## config.mk

```make
export PLATFORM = sky130hd
export DESIGN_NAME = tpp_timer
export DESIGN_NICKNAME = d
export VERILOG_FILES = /design/src/verilog/tpp_timer.v /design/src/verilog/tpp_tick_gen.v
export VERILOG_INCLUDE_DIRS = /design/src /design/src/common
export SDC_FILE = /design/constraint.sdc
export NUM_CORES = 1
export LEC_CHECK = 0
export BUFFER_PORTS_ARGS = -buffer_cell sky130_fd_sc_hd__buf_2
export CELL_PAD_IN_SITES_DETAIL_PLACEMENT = 2
export CELL_PAD_IN_SITES_GLOBAL_PLACEMENT = 2
export CORE_UTILIZATION = 40
export DETAILED_ROUTE_END_ITERATION = 10
export GPL_ROUTABILITY_DRIVEN = 0
export HOLD_SLACK_MARGIN = 0.1
export PLACE_DENSITY_LB_ADDON = 0.1
export SETUP_SLACK_MARGIN = 0.02
export SYNTH_ARGS = -nofsm -noshare
export SYNTH_HDL_FRONTEND = slang
export SYNTH_HIERARCHICAL = 1
export SYNTH_SLANG_ARGS = --single-unit
```

## constraint.sdc

```tcl
create_clock -name ref_clk_in -period 6.4 [get_ports ref_clk_in]
set_clock_uncertainty 0.1 [all_clocks]
set_input_delay 1.28 -clock ref_clk_in [delete_from_list [all_inputs] [get_ports ref_clk_in]]
set_output_delay 1.28 -clock ref_clk_in [all_outputs]
set_load 0.01 [all_outputs]
```

## src/common/tpp_defs.vh

```
// Constants for the one-pulse / PWM timer block.
// Assumes inclusion by bare name from design files.
`ifndef TPP_DEFS_VH
`define TPP_DEFS_VH

// =====================================================
// Counter presets and clock selection
`define TPP_PRESET_VAL      16'hFFFC
`define TPP_CNT_RESET_VAL   16'hFFFC
`define TPP_CC_DIV4         2'h0
`define TPP_CC_DIV2         2'h1
`define TPP_CC_DIV8         2'h2
`define TPP_CC_EXT          2'h3
`define TPP_DIV_W           3
`define TPP_TIME_OFFSET     5

`endif

```

## src/verilog/tpp_timer.v

```verilog
// 16-bit timer core: one-pulse and PWM modes, capture channels, low-power behaviour.
// Assumes synchronous inputs and byte-wide CPU access strobes from outside.
// Overview of operation
// [RL1] One-pulse mode only when select bit set
// [RL2] Trigger: capture, preset FFFC, pulse level, flag
// [RL3] Capture flag raises irq when enabled
// [RL4] Flag clears: status read, then low read
// [RL5] Compare-1 match ends pulse with after-level
// [RL6] One-pulse never sets match flag a
// [RL7] PWM select overrides one-pulse select
// [RL8] Pin a no capture; pin b captures (the code still captures on pin a outside PWM)
// [RL9] One-pulse: compare 2 flags, no waveform
// [RL10] PWM compare values load at period end
// [RL11] High byte write locks until low written
// [RL12] PWM compare logic always enabled
// [RL13] PWM pin follows level a, then b
// [RL14] PWM compare-2 match presets counter FFFC
// [RL15] PWM sets neither match flag
// [RL16] PWM compare-2 match sets capture flag a
// [RL17] Equal levels give constant pin level
// [RL18] Pulse width is compare2 minus compare1
// [RL19] Compare value equals ticks minus five
// [RL20] Wait mode: timer runs, irq wakes
// [RL21] Halt freezes counter and registers
// [RL22] Halt capture edge armed, captured on wake
// [RL23] Clock field selects divider or external
// [RL24] Pin enable gates timer output
// [RL25] Edge select: 0 falling, 1 rising
// [RL26] Counter increments per tick, wraps
`timescale 1ns/10ps
`default_nettype none
`include "tpp_defs.vh"

module tpp_timer
#(
   parameter EXT_CLK_PRESENT = 1
)
(
   input  wire        ref_clk_in,
   input  wire        rst_n_in,
   // Control bits
   input  wire        single_pulse_select_in,
   input  wire        pwm_select_in,
   input  wire [1:0]  clock_select_field_in,
   input  wire        output_pin_a_enable_in,
   input  wire        after_match_level_a_in,
   input  wire        after_match_level_b_in,
   input  wire        trigger_edge_select_a_in,
   input  wire        trigger_edge_select_b_in,
   input  wire        ext_edge_rise_in,
   input  wire        capture_irq_enable_in,
   input  wire        match_irq_enable_in,
   input  wire        global_irq_mask_in,
   input  wire        halt_mode_in,
   input  wire        halt_wake_irq_in,
   input  wire        gpio_level_a_in,
   // Pins
   input  wire        trigger_capture_pin_a_in,
   input  wire        trigger_capture_pin_b_in,
   input  wire        ext_clk_in,
   // CPU byte writes and reads
   input  wire [7:0]  cpu_wdata_in,
   input  wire        cmp1_high_wr_in,
   input  wire        cmp1_low_wr_in,
   input  wire        cmp2_high_wr_in,
   input  wire        cmp2_low_wr_in,
   input  wire        status_rd_in,
   input  wire        cap_a_low_acc_in,
   input  wire        cap_b_low_acc_in,
   input  wire        match_a_clr_in,
   input  wire        match_b_clr_in,
   // Outputs
   output reg  [15:0] counter_out,
   output reg  [15:0] captured_count_a_out,
   output reg  [15:0] captured_count_b_out,
   output reg  [15:0] compare_value_1_out,
   output reg  [15:0] compare_value_2_out,
   output reg         capture_flag_a_out,
   output reg         capture_flag_b_out,
   output reg         match_flag_a_out,
   output reg         match_flag_b_out,
   output reg         compare_output_pin_a_out,
   output reg         compare_output_pin_b_out,
   output wire        timer_irq_out
);

   // =====================================================
   // Internal state
   reg  [15:0] cmp1_hold_r;
   reg  [15:0] cmp2_hold_r;
   reg         cmp1_lock_r;
   reg         cmp2_lock_r;
   reg         cmp1_pend_r;
   reg         cmp2_pend_r;
   reg         cap_a_d_r;
   reg         cap_b_d_r;
   reg         arm_a_r;
   reg         arm_b_r;
   reg         rd_a_r;
   reg         rd_b_r;
   reg         halt_d_r;
   reg         wave_r;
   wire        tick;
   wire        pwm_on;
   wire        opm_on;
   wire        edge_a;
   wire        edge_b;
   wire        match1;
   wire        match2;
   wire        wake;
   wire        run;

   // Mode select: PWM wins over one-pulse
   assign pwm_on = pwm_select_in;                            // RL7
   assign opm_on = single_pulse_select_in & ~pwm_select_in;  // RL1

   // Halt freezes; wake by interrupt resumes from frozen count
   assign run  = ~halt_mode_in;                              // RL21
   assign wake = halt_d_r & ~halt_mode_in & halt_wake_irq_in;

   // Edge detection on capture pins
   assign edge_a = trigger_edge_select_a_in ? (trigger_capture_pin_a_in & ~cap_a_d_r)
                                            : (~trigger_capture_pin_a_in & cap_a_d_r); // RL25
   assign edge_b = trigger_edge_select_b_in ? (trigger_capture_pin_b_in & ~cap_b_d_r)
                                            : (~trigger_capture_pin_b_in & cap_b_d_r);

   // Compare matches on a tick against the active (shadow) values
   assign match1 = tick & (counter_out == compare_value_1_out); // RL12
   assign match2 = tick & (counter_out == compare_value_2_out);

   // Interrupt: capture and match flags gated by their enables and global mask
   assign timer_irq_out = ~global_irq_mask_in &
                          ((capture_irq_enable_in & (capture_flag_a_out | capture_flag_b_out)) |
                           (match_irq_enable_in & (match_flag_a_out | match_flag_b_out))); // RL3 RL16 RL20

   // =====================================================
   // Timer clock tick generator
   tpp_tick_gen i_tpp_tick_gen
   (
      .ref_clk_in            (ref_clk_in),
      .rst_n_in              (rst_n_in),
      .clock_select_field_in (clock_select_field_in), // RL23
      .ext_clk_in            (ext_clk_in),
      .ext_edge_rise_in      (ext_edge_rise_in),
      .ext_clk_present_in    (EXT_CLK_PRESENT != 0),
      .freeze_in             (~run),
      .tick_out              (tick)
   );

   // =====================================================
   // Counter: increment, wrap, preset on trigger or period end
   always @(posedge ref_clk_in or negedge rst_n_in)
   begin
      if (!rst_n_in)
         counter_out <= `TPP_CNT_RESET_VAL;
      else if (run)
      begin
         if (opm_on && edge_a)
            counter_out <= `TPP_PRESET_VAL;      // RL2
         else if (pwm_on && match2)
            counter_out <= `TPP_PRESET_VAL;      // RL14 RL19
         else if (tick)
            counter_out <= counter_out + 16'h0001; // RL26
      end
   end

   // =====================================================
   // Compare registers: byte writes, lock, shadow transfer
   always @(posedge ref_clk_in or negedge rst_n_in)
   begin
      if (!rst_n_in)
      begin
         cmp1_hold_r <= 16'hFFFF;
         cmp2_hold_r <= 16'hFFFF;
         cmp1_lock_r <= 1'b0;
         cmp2_lock_r <= 1'b0;
         cmp1_pend_r <= 1'b0;
         cmp2_pend_r <= 1'b0;
         compare_value_1_out <= 16'hFFFF;
         compare_value_2_out <= 16'hFFFF;
      end
      else if (run)
      begin
         if (cmp1_high_wr_in)
         begin
            cmp1_hold_r[15:8] <= cpu_wdata_in;
            cmp1_lock_r       <= 1'b1;             // RL11
         end
         if (cmp1_low_wr_in)
         begin
            cmp1_hold_r[7:0] <= cpu_wdata_in;
            cmp1_lock_r      <= 1'b0;
            cmp1_pend_r      <= 1'b1;
         end
         if (cmp2_high_wr_in)
         begin
            cmp2_hold_r[15:8] <= cpu_wdata_in;
            cmp2_lock_r       <= 1'b1;             // RL11
         end
         if (cmp2_low_wr_in)
         begin
            cmp2_hold_r[7:0] <= cpu_wdata_in;
            cmp2_lock_r      <= 1'b0;
            cmp2_pend_r      <= 1'b1;
         end
         // Transfer: outside PWM at once, in PWM only at period end
         if (cmp1_pend_r && !cmp1_lock_r && (!pwm_on || match2))
         begin
            compare_value_1_out <= cmp1_hold_r;  // RL10
            cmp1_pend_r         <= cmp1_low_wr_in;
         end
         if (cmp2_pend_r && !cmp2_lock_r && (!pwm_on || match2))
         begin
            compare_value_2_out <= cmp2_hold_r;  // RL10
            cmp2_pend_r         <= cmp2_low_wr_in;
         end
      end
   end

   // =====================================================
   // Capture channels, halt arming, flags
   always @(posedge ref_clk_in or negedge rst_n_in)
   begin
      if (!rst_n_in)
      begin
         cap_a_d_r            <= 1'b0;
         cap_b_d_r            <= 1'b0;
         arm_a_r              <= 1'b0;
         arm_b_r              <= 1'b0;
         rd_a_r               <= 1'b0;
         rd_b_r               <= 1'b0;
         halt_d_r             <= 1'b0;
         captured_count_a_out <= 16'h0000;
         captured_count_b_out <= 16'h0000;
         capture_flag_a_out   <= 1'b0;
         capture_flag_b_out   <= 1'b0;
         match_flag_a_out     <= 1'b0;
         match_flag_b_out     <= 1'b0;
      end
      else
      begin
         cap_a_d_r <= trigger_capture_pin_a_in;
         cap_b_d_r <= trigger_capture_pin_b_in;
         halt_d_r  <= halt_mode_in;
         if (!run)
         begin
            // Edges during halt only arm detection
            if (edge_a && !pwm_on)
               arm_a_r <= 1'b1;                  // RL22
            if (edge_b)
               arm_b_r <= 1'b1;                  // RL22
         end
         else
         begin
            // Two-step clear: arm on status read, clear on low-byte access
            if (status_rd_in && capture_flag_a_out)
               rd_a_r <= 1'b1;
            else if (cap_a_low_acc_in)
               rd_a_r <= 1'b0;
            if (status_rd_in && capture_flag_b_out)
               rd_b_r <= 1'b1;
            else if (cap_b_low_acc_in)
               rd_b_r <= 1'b0;
            if (cap_a_low_acc_in && rd_a_r)
               capture_flag_a_out <= 1'b0;       // RL4
            if (cap_b_low_acc_in && rd_b_r)
               capture_flag_b_out <= 1'b0;       // RL4
            // Channel a: trigger in one-pulse, plain capture in compare mode, period flag only in PWM (set wins)
            if ((edge_a && !pwm_on) || (wake && arm_a_r))
            begin
               captured_count_a_out <= counter_out; // RL2 RL22
               capture_flag_a_out   <= 1'b1;
               arm_a_r              <= 1'b0;
            end
            else if (pwm_on && match2)
               capture_flag_a_out <= 1'b1;       // RL16
            // Channel b captures in every mode
            if (edge_b || (wake && arm_b_r))
            begin
               captured_count_b_out <= counter_out; // RL8
               capture_flag_b_out   <= 1'b1;
               arm_b_r              <= 1'b0;
            end
            // Match flags: software clear, hardware set wins
            if (match_a_clr_in)
               match_flag_a_out <= 1'b0;
            if (match_b_clr_in)
               match_flag_b_out <= 1'b0;
            if (match1 && !pwm_on && !opm_on)
               match_flag_a_out <= 1'b1;         // RL6 RL15
            if (match2 && !pwm_on)
               match_flag_b_out <= 1'b1;         // RL9 RL15
         end
      end
   end

   // =====================================================
   // Waveform generation and pin muxing
   always @(posedge ref_clk_in or negedge rst_n_in)
   begin
      if (!rst_n_in)
      begin
         wave_r                   <= 1'b0;
         compare_output_pin_a_out <= 1'b0;
         compare_output_pin_b_out <= 1'b0;
      end
      else
      begin
         if (run)
         begin
            if (opm_on && edge_a)
               wave_r <= after_match_level_b_in;  // RL2
            else if (opm_on && match1)
               wave_r <= after_match_level_a_in;  // RL5 RL17
            else if (pwm_on && match2)
               wave_r <= after_match_level_b_in;  // RL13 RL18
            else if (pwm_on && match1)
               wave_r <= after_match_level_a_in;  // RL13
            else if (!pwm_on && !opm_on && match1)
               wave_r <= after_match_level_a_in;
            // Channel b waveform only in plain compare mode
            if (!pwm_on && !opm_on && match2)
               compare_output_pin_b_out <= after_match_level_b_in; // RL9
         end
         compare_output_pin_a_out <= output_pin_a_enable_in ? wave_r : gpio_level_a_in; // RL24
      end
   end

endmodule // tpp_timer
`default_nettype wire

```

## src/verilog/tpp_tick_gen.v

```verilog
// Timer tick divider: one-cycle enable pulse from prescaler or external clock edge.
// Assumes all inputs synchronous to the clock.
`timescale 1ns/10ps
`default_nettype none
`include "tpp_defs.vh"

module tpp_tick_gen
(
   input  wire       ref_clk_in,
   input  wire       rst_n_in,
   input  wire [1:0] clock_select_field_in,
   input  wire       ext_clk_in,
   input  wire       ext_edge_rise_in,
   input  wire       ext_clk_present_in,
   input  wire       freeze_in,
   output reg        tick_out
);

   reg [`TPP_DIV_W-1:0] div_r;
   reg                  ext_d_r;
   reg                  tick_nxt;
   wire                 ext_edge;

   // =====================================================
   // External clock edge detect
   assign ext_edge = ext_edge_rise_in ? (ext_clk_in & ~ext_d_r) : (~ext_clk_in & ext_d_r);

   // Select tick source
   always @*
   begin
      case (clock_select_field_in)
         `TPP_CC_DIV4: tick_nxt = (div_r[1:0] == 2'h3);
         `TPP_CC_DIV2: tick_nxt = div_r[0];
         `TPP_CC_DIV8: tick_nxt = (div_r == 3'h7);
         default:      tick_nxt = ext_clk_present_in & ext_edge; // Missing pin stops counting
      endcase
   end

   // Prescaler counter and registered tick
   always @(posedge ref_clk_in or negedge rst_n_in)
   begin
      if (!rst_n_in)
      begin
         div_r   <= 3'h0;
         ext_d_r <= 1'b0;
         tick_out <= 1'b0;
      end
      else
      begin
         ext_d_r <= ext_clk_in;
         if (freeze_in)
            tick_out <= 1'b0;
         else
         begin
            div_r    <= div_r + 3'h1;
            tick_out <= tick_nxt;
         end
      end
   end

endmodule // tpp_tick_gen
`default_nettype wire

```

==> results.toml <==
[min_path]
min_from = "captured_count_b_out[11]"
worstHoldPathCells = 1
min_path_type = "flop to flop"
hold_end = "captured_count_b_out[11]"

[die]
dieArea_mm2 = 0.0157
floorplan.initialDensity = 0.414
pin_count = 125
core_region_area_mm2 = 0.0147
row_count = 44
die_h_um = 125
die_w_um = 125

[clocking]
cts_tree = "built"
post-cts-setup-buffers = 0
cts_hold_buf = 0
htreeDepth = 4
cts_made_buffers = 17
post_cts_resize_count = 0
clk_latency_ps = 420
path_clk_slew_ps = 60
clock_sinks = 135
cts-root-buf = "clkbuf_16"
clockBufferDepth = 2

[final_layout]
final_cells = 773
n_antenna_cell = 0
drive_gt1_frac = 0.589
fin_util = 0.505
nNetsFinal = 617
syn_to_final_growth_pct = 21.8
nFillCells = 1447

[synth]
yosys_most_used_dff = "dfstp_2"
ys_ff_latch = 135
seq_area_frac_synth = 0.571
synthArstFlopShare = 1.00
synth.largest_area_cell = "dfstp_2"
ys_top_cells_by_count = "mux2_2, dfstp_2, dfrtp_1"
synth_edf_count = 0
synthCells = 455
synth_warnings = 6
synth.avg_cell_area_um2 = 13.4
synth_area_leaders = "dfstp_2, dfrtp_1, mux2_2"
synth.most_common_cell = "mux2_2"
synth_cell_types = 51
synth_top_area_share = 0.337
syn-num-nets = 496
synth.cell_area_mm2 = 0.00609

[place]
dp.cells = 741
portBuffers = 124
dp.final_hpwl_um = 11900
place_ws_ps = 2770

[power_and_ir_drop]
p_int_mw = 2.24
ir_drop_mv = 0.202
power.share.clock = 0.289
swShare = 0.324
switchingPower_mw = 1.07
pwr-share-seq = 0.449
power_density_mw_per_mm2 = 447
leakage_nw = 3.23
p_comb_frac = 0.262

[timing]
hold_viol_final = 0
min_period_over_period = 0.501
setup_tns_ps = 0
whs_ps = 404
setup_viol = 0
tightest_slew_ps = 1090
rsz0062_at_grt = "no"
setup_ws_ps = 3190
relSlewSlack = 0.271
period_needed_ps = 3210
slew_violations = 0
fmaxAchievable_mhz = 312

[setup_path]
r2r_end = "counter_out[10]"
endpoint_kind = "flop"
start_kind = "primary input"
rr_worst_depth = 6
r2r-start = "counter_out[8]"
r2r_setup_slack_ps = 3310
critPathKind = "primary input to flop"
required_ps = 6640
cp_data_arrival_time_ps = 3450
cp_max_fo = 11

[run]
cap_violations = 0

[routing]
drcViolationCount = 8
wirelength_um = 17800
viasPerCell = 5.37
ant_nets = 0
vias = 4148
routedWlPerCell_um = 23.0
first_pass_iters = 9
drtIter0Drc = 139

[global_route]
antenna_found_initial = 0
grt_pass1_wl_um = 28400
grt_use_total = 0.243
grt_pass1_vias = 4785
overflow = 0
grt_max_degree = 80

[outcome]
status = "finished, violations left"
violations = "design-rule violations"
-- per-layer routing --
layer | vias up | global-route usage | part of all wire
li1 | 1854 | - | -
met1 | 2169 | 0.284 | 0.41
met2 | 100 | 0.443 | 0.54
met3 | 25 | 0.0471 | 0.032
met4 | 0 | 0.0875 | 0.019
met5 | - | 0 | 0
-- cells by family after synthesis --
group           count (synthesis)  synth area share
fa+ha+maj                       3           0.00617
flops                         135             0.571
buf+inv                        38            0.0294
simple gates                   86            0.0791
other cells                     1          0.000616
compound gates                 59            0.0676
xor+xnor                       32            0.0473
mux                           101             0.199
-- area by class of cell --
type,instances,area (µm²),area share
inverters,12,45.0,0.00607
clock inverters,13,131,0.0177
flip-flops and latches,135,3480,0.469
repair buffers,128,653,0.0881
well taps,184,230,0.0310
multi-input cells,282,2440,0.329
clock buffers,19,443,0.0597
-- power by group through the flow --
stage          Clock [mW]  Combinational (mW)  Sequential (mW)
3_5_place_dp            0               0.865             1.49
6_report            0.957               0.866             1.49
4_1_cts             0.976               0.887             1.49
3_3_place_gp            0               0.817             1.47
2_1_floorplan           0               0.481             1.46
5_1_grt              1.01               0.936             1.53
-- worst max path at each step --
stage	from	endpoint	slack, ps	depth (start not counted)
3_3_place_gp	trigger_capture_pin_a_in	counter_out[6]	2840	6
6_report	trigger_capture_pin_a_in	counter_out[6]	3190	6
3_5_place_dp	trigger_capture_pin_a_in	counter_out[6]	2770	6
4_1_cts	trigger_capture_pin_a_in	counter_out[6]	3170	6
2_1_floorplan	trigger_capture_pin_a_in	captured_count_a_out[10]	3310	6
5_1_grt	trigger_capture_pin_a_in	counter_out[6]	3040	6
-- registers in the layout (all words and copies together) (netlist names), 3 cells and up --
signal                cells
compare_value_1_out      16
cmp2_hold_r              16
i_tpp_tick_gen/div_r      3
captured_count_b_out     16
captured_count_a_out     16
cmp1_hold_r              16
counter_out              16
compare_value_2_out      16
-- stage by stage --
stage,total power [mW],cell area (µm²)
final,3.31,7420
after global routing,3.48,7420
after CTS,3.36,7420
after detailed placement,2.36,6840
after global placement,2.28,6840
after floorplan,1.94,6090
-- worst max-delay path, cell delays in order --
cell and delay, ps:
buf_2 110, or3b_2 480, a211o_1 380, a21oi_2 380
nand2_1 360, o32a_1 460
-- cells in the final DEF (no fill, tap or decap), types with 4 or more instances in the layout --
| cell type | Yosys | final |
|---|---|---|
| mux2_4 | 20 | 20 |
| a21o_1 | 4 | 4 |
| and3_1 | 5 | 5 |
| clkinvlp_4 | 0 | 5 |
| mux2_2 | 80 | 80 |
| clkinv_2 | 0 | 5 |
| a21oi_1 | 17 | 16 |
| buf_2 | 5 | 123 |
| clkbuf_16 | 0 | 17 |
| nand2_1 | 18 | 18 |
| nand3_1 | 17 | 17 |
| dfrtp_1 | 57 | 57 |
| nand4_1 | 6 | 6 |
| dfstp_2 | 78 | 78 |
| o21ai_0 | 11 | 11 |
| nor2b_1 | 5 | 5 |
| xor2_1 | 9 | 9 |
| nor2_1 | 14 | 14 |
| xnor2_1 | 22 | 22 |
| o22a_1 | 8 | 8 |
| inv_1 | 12 | 12 |
| buf_4 | 0 | 5 |
| nand3b_1 | 5 | 5 |
Note: power is estimated with default switching activity, not from simulation.
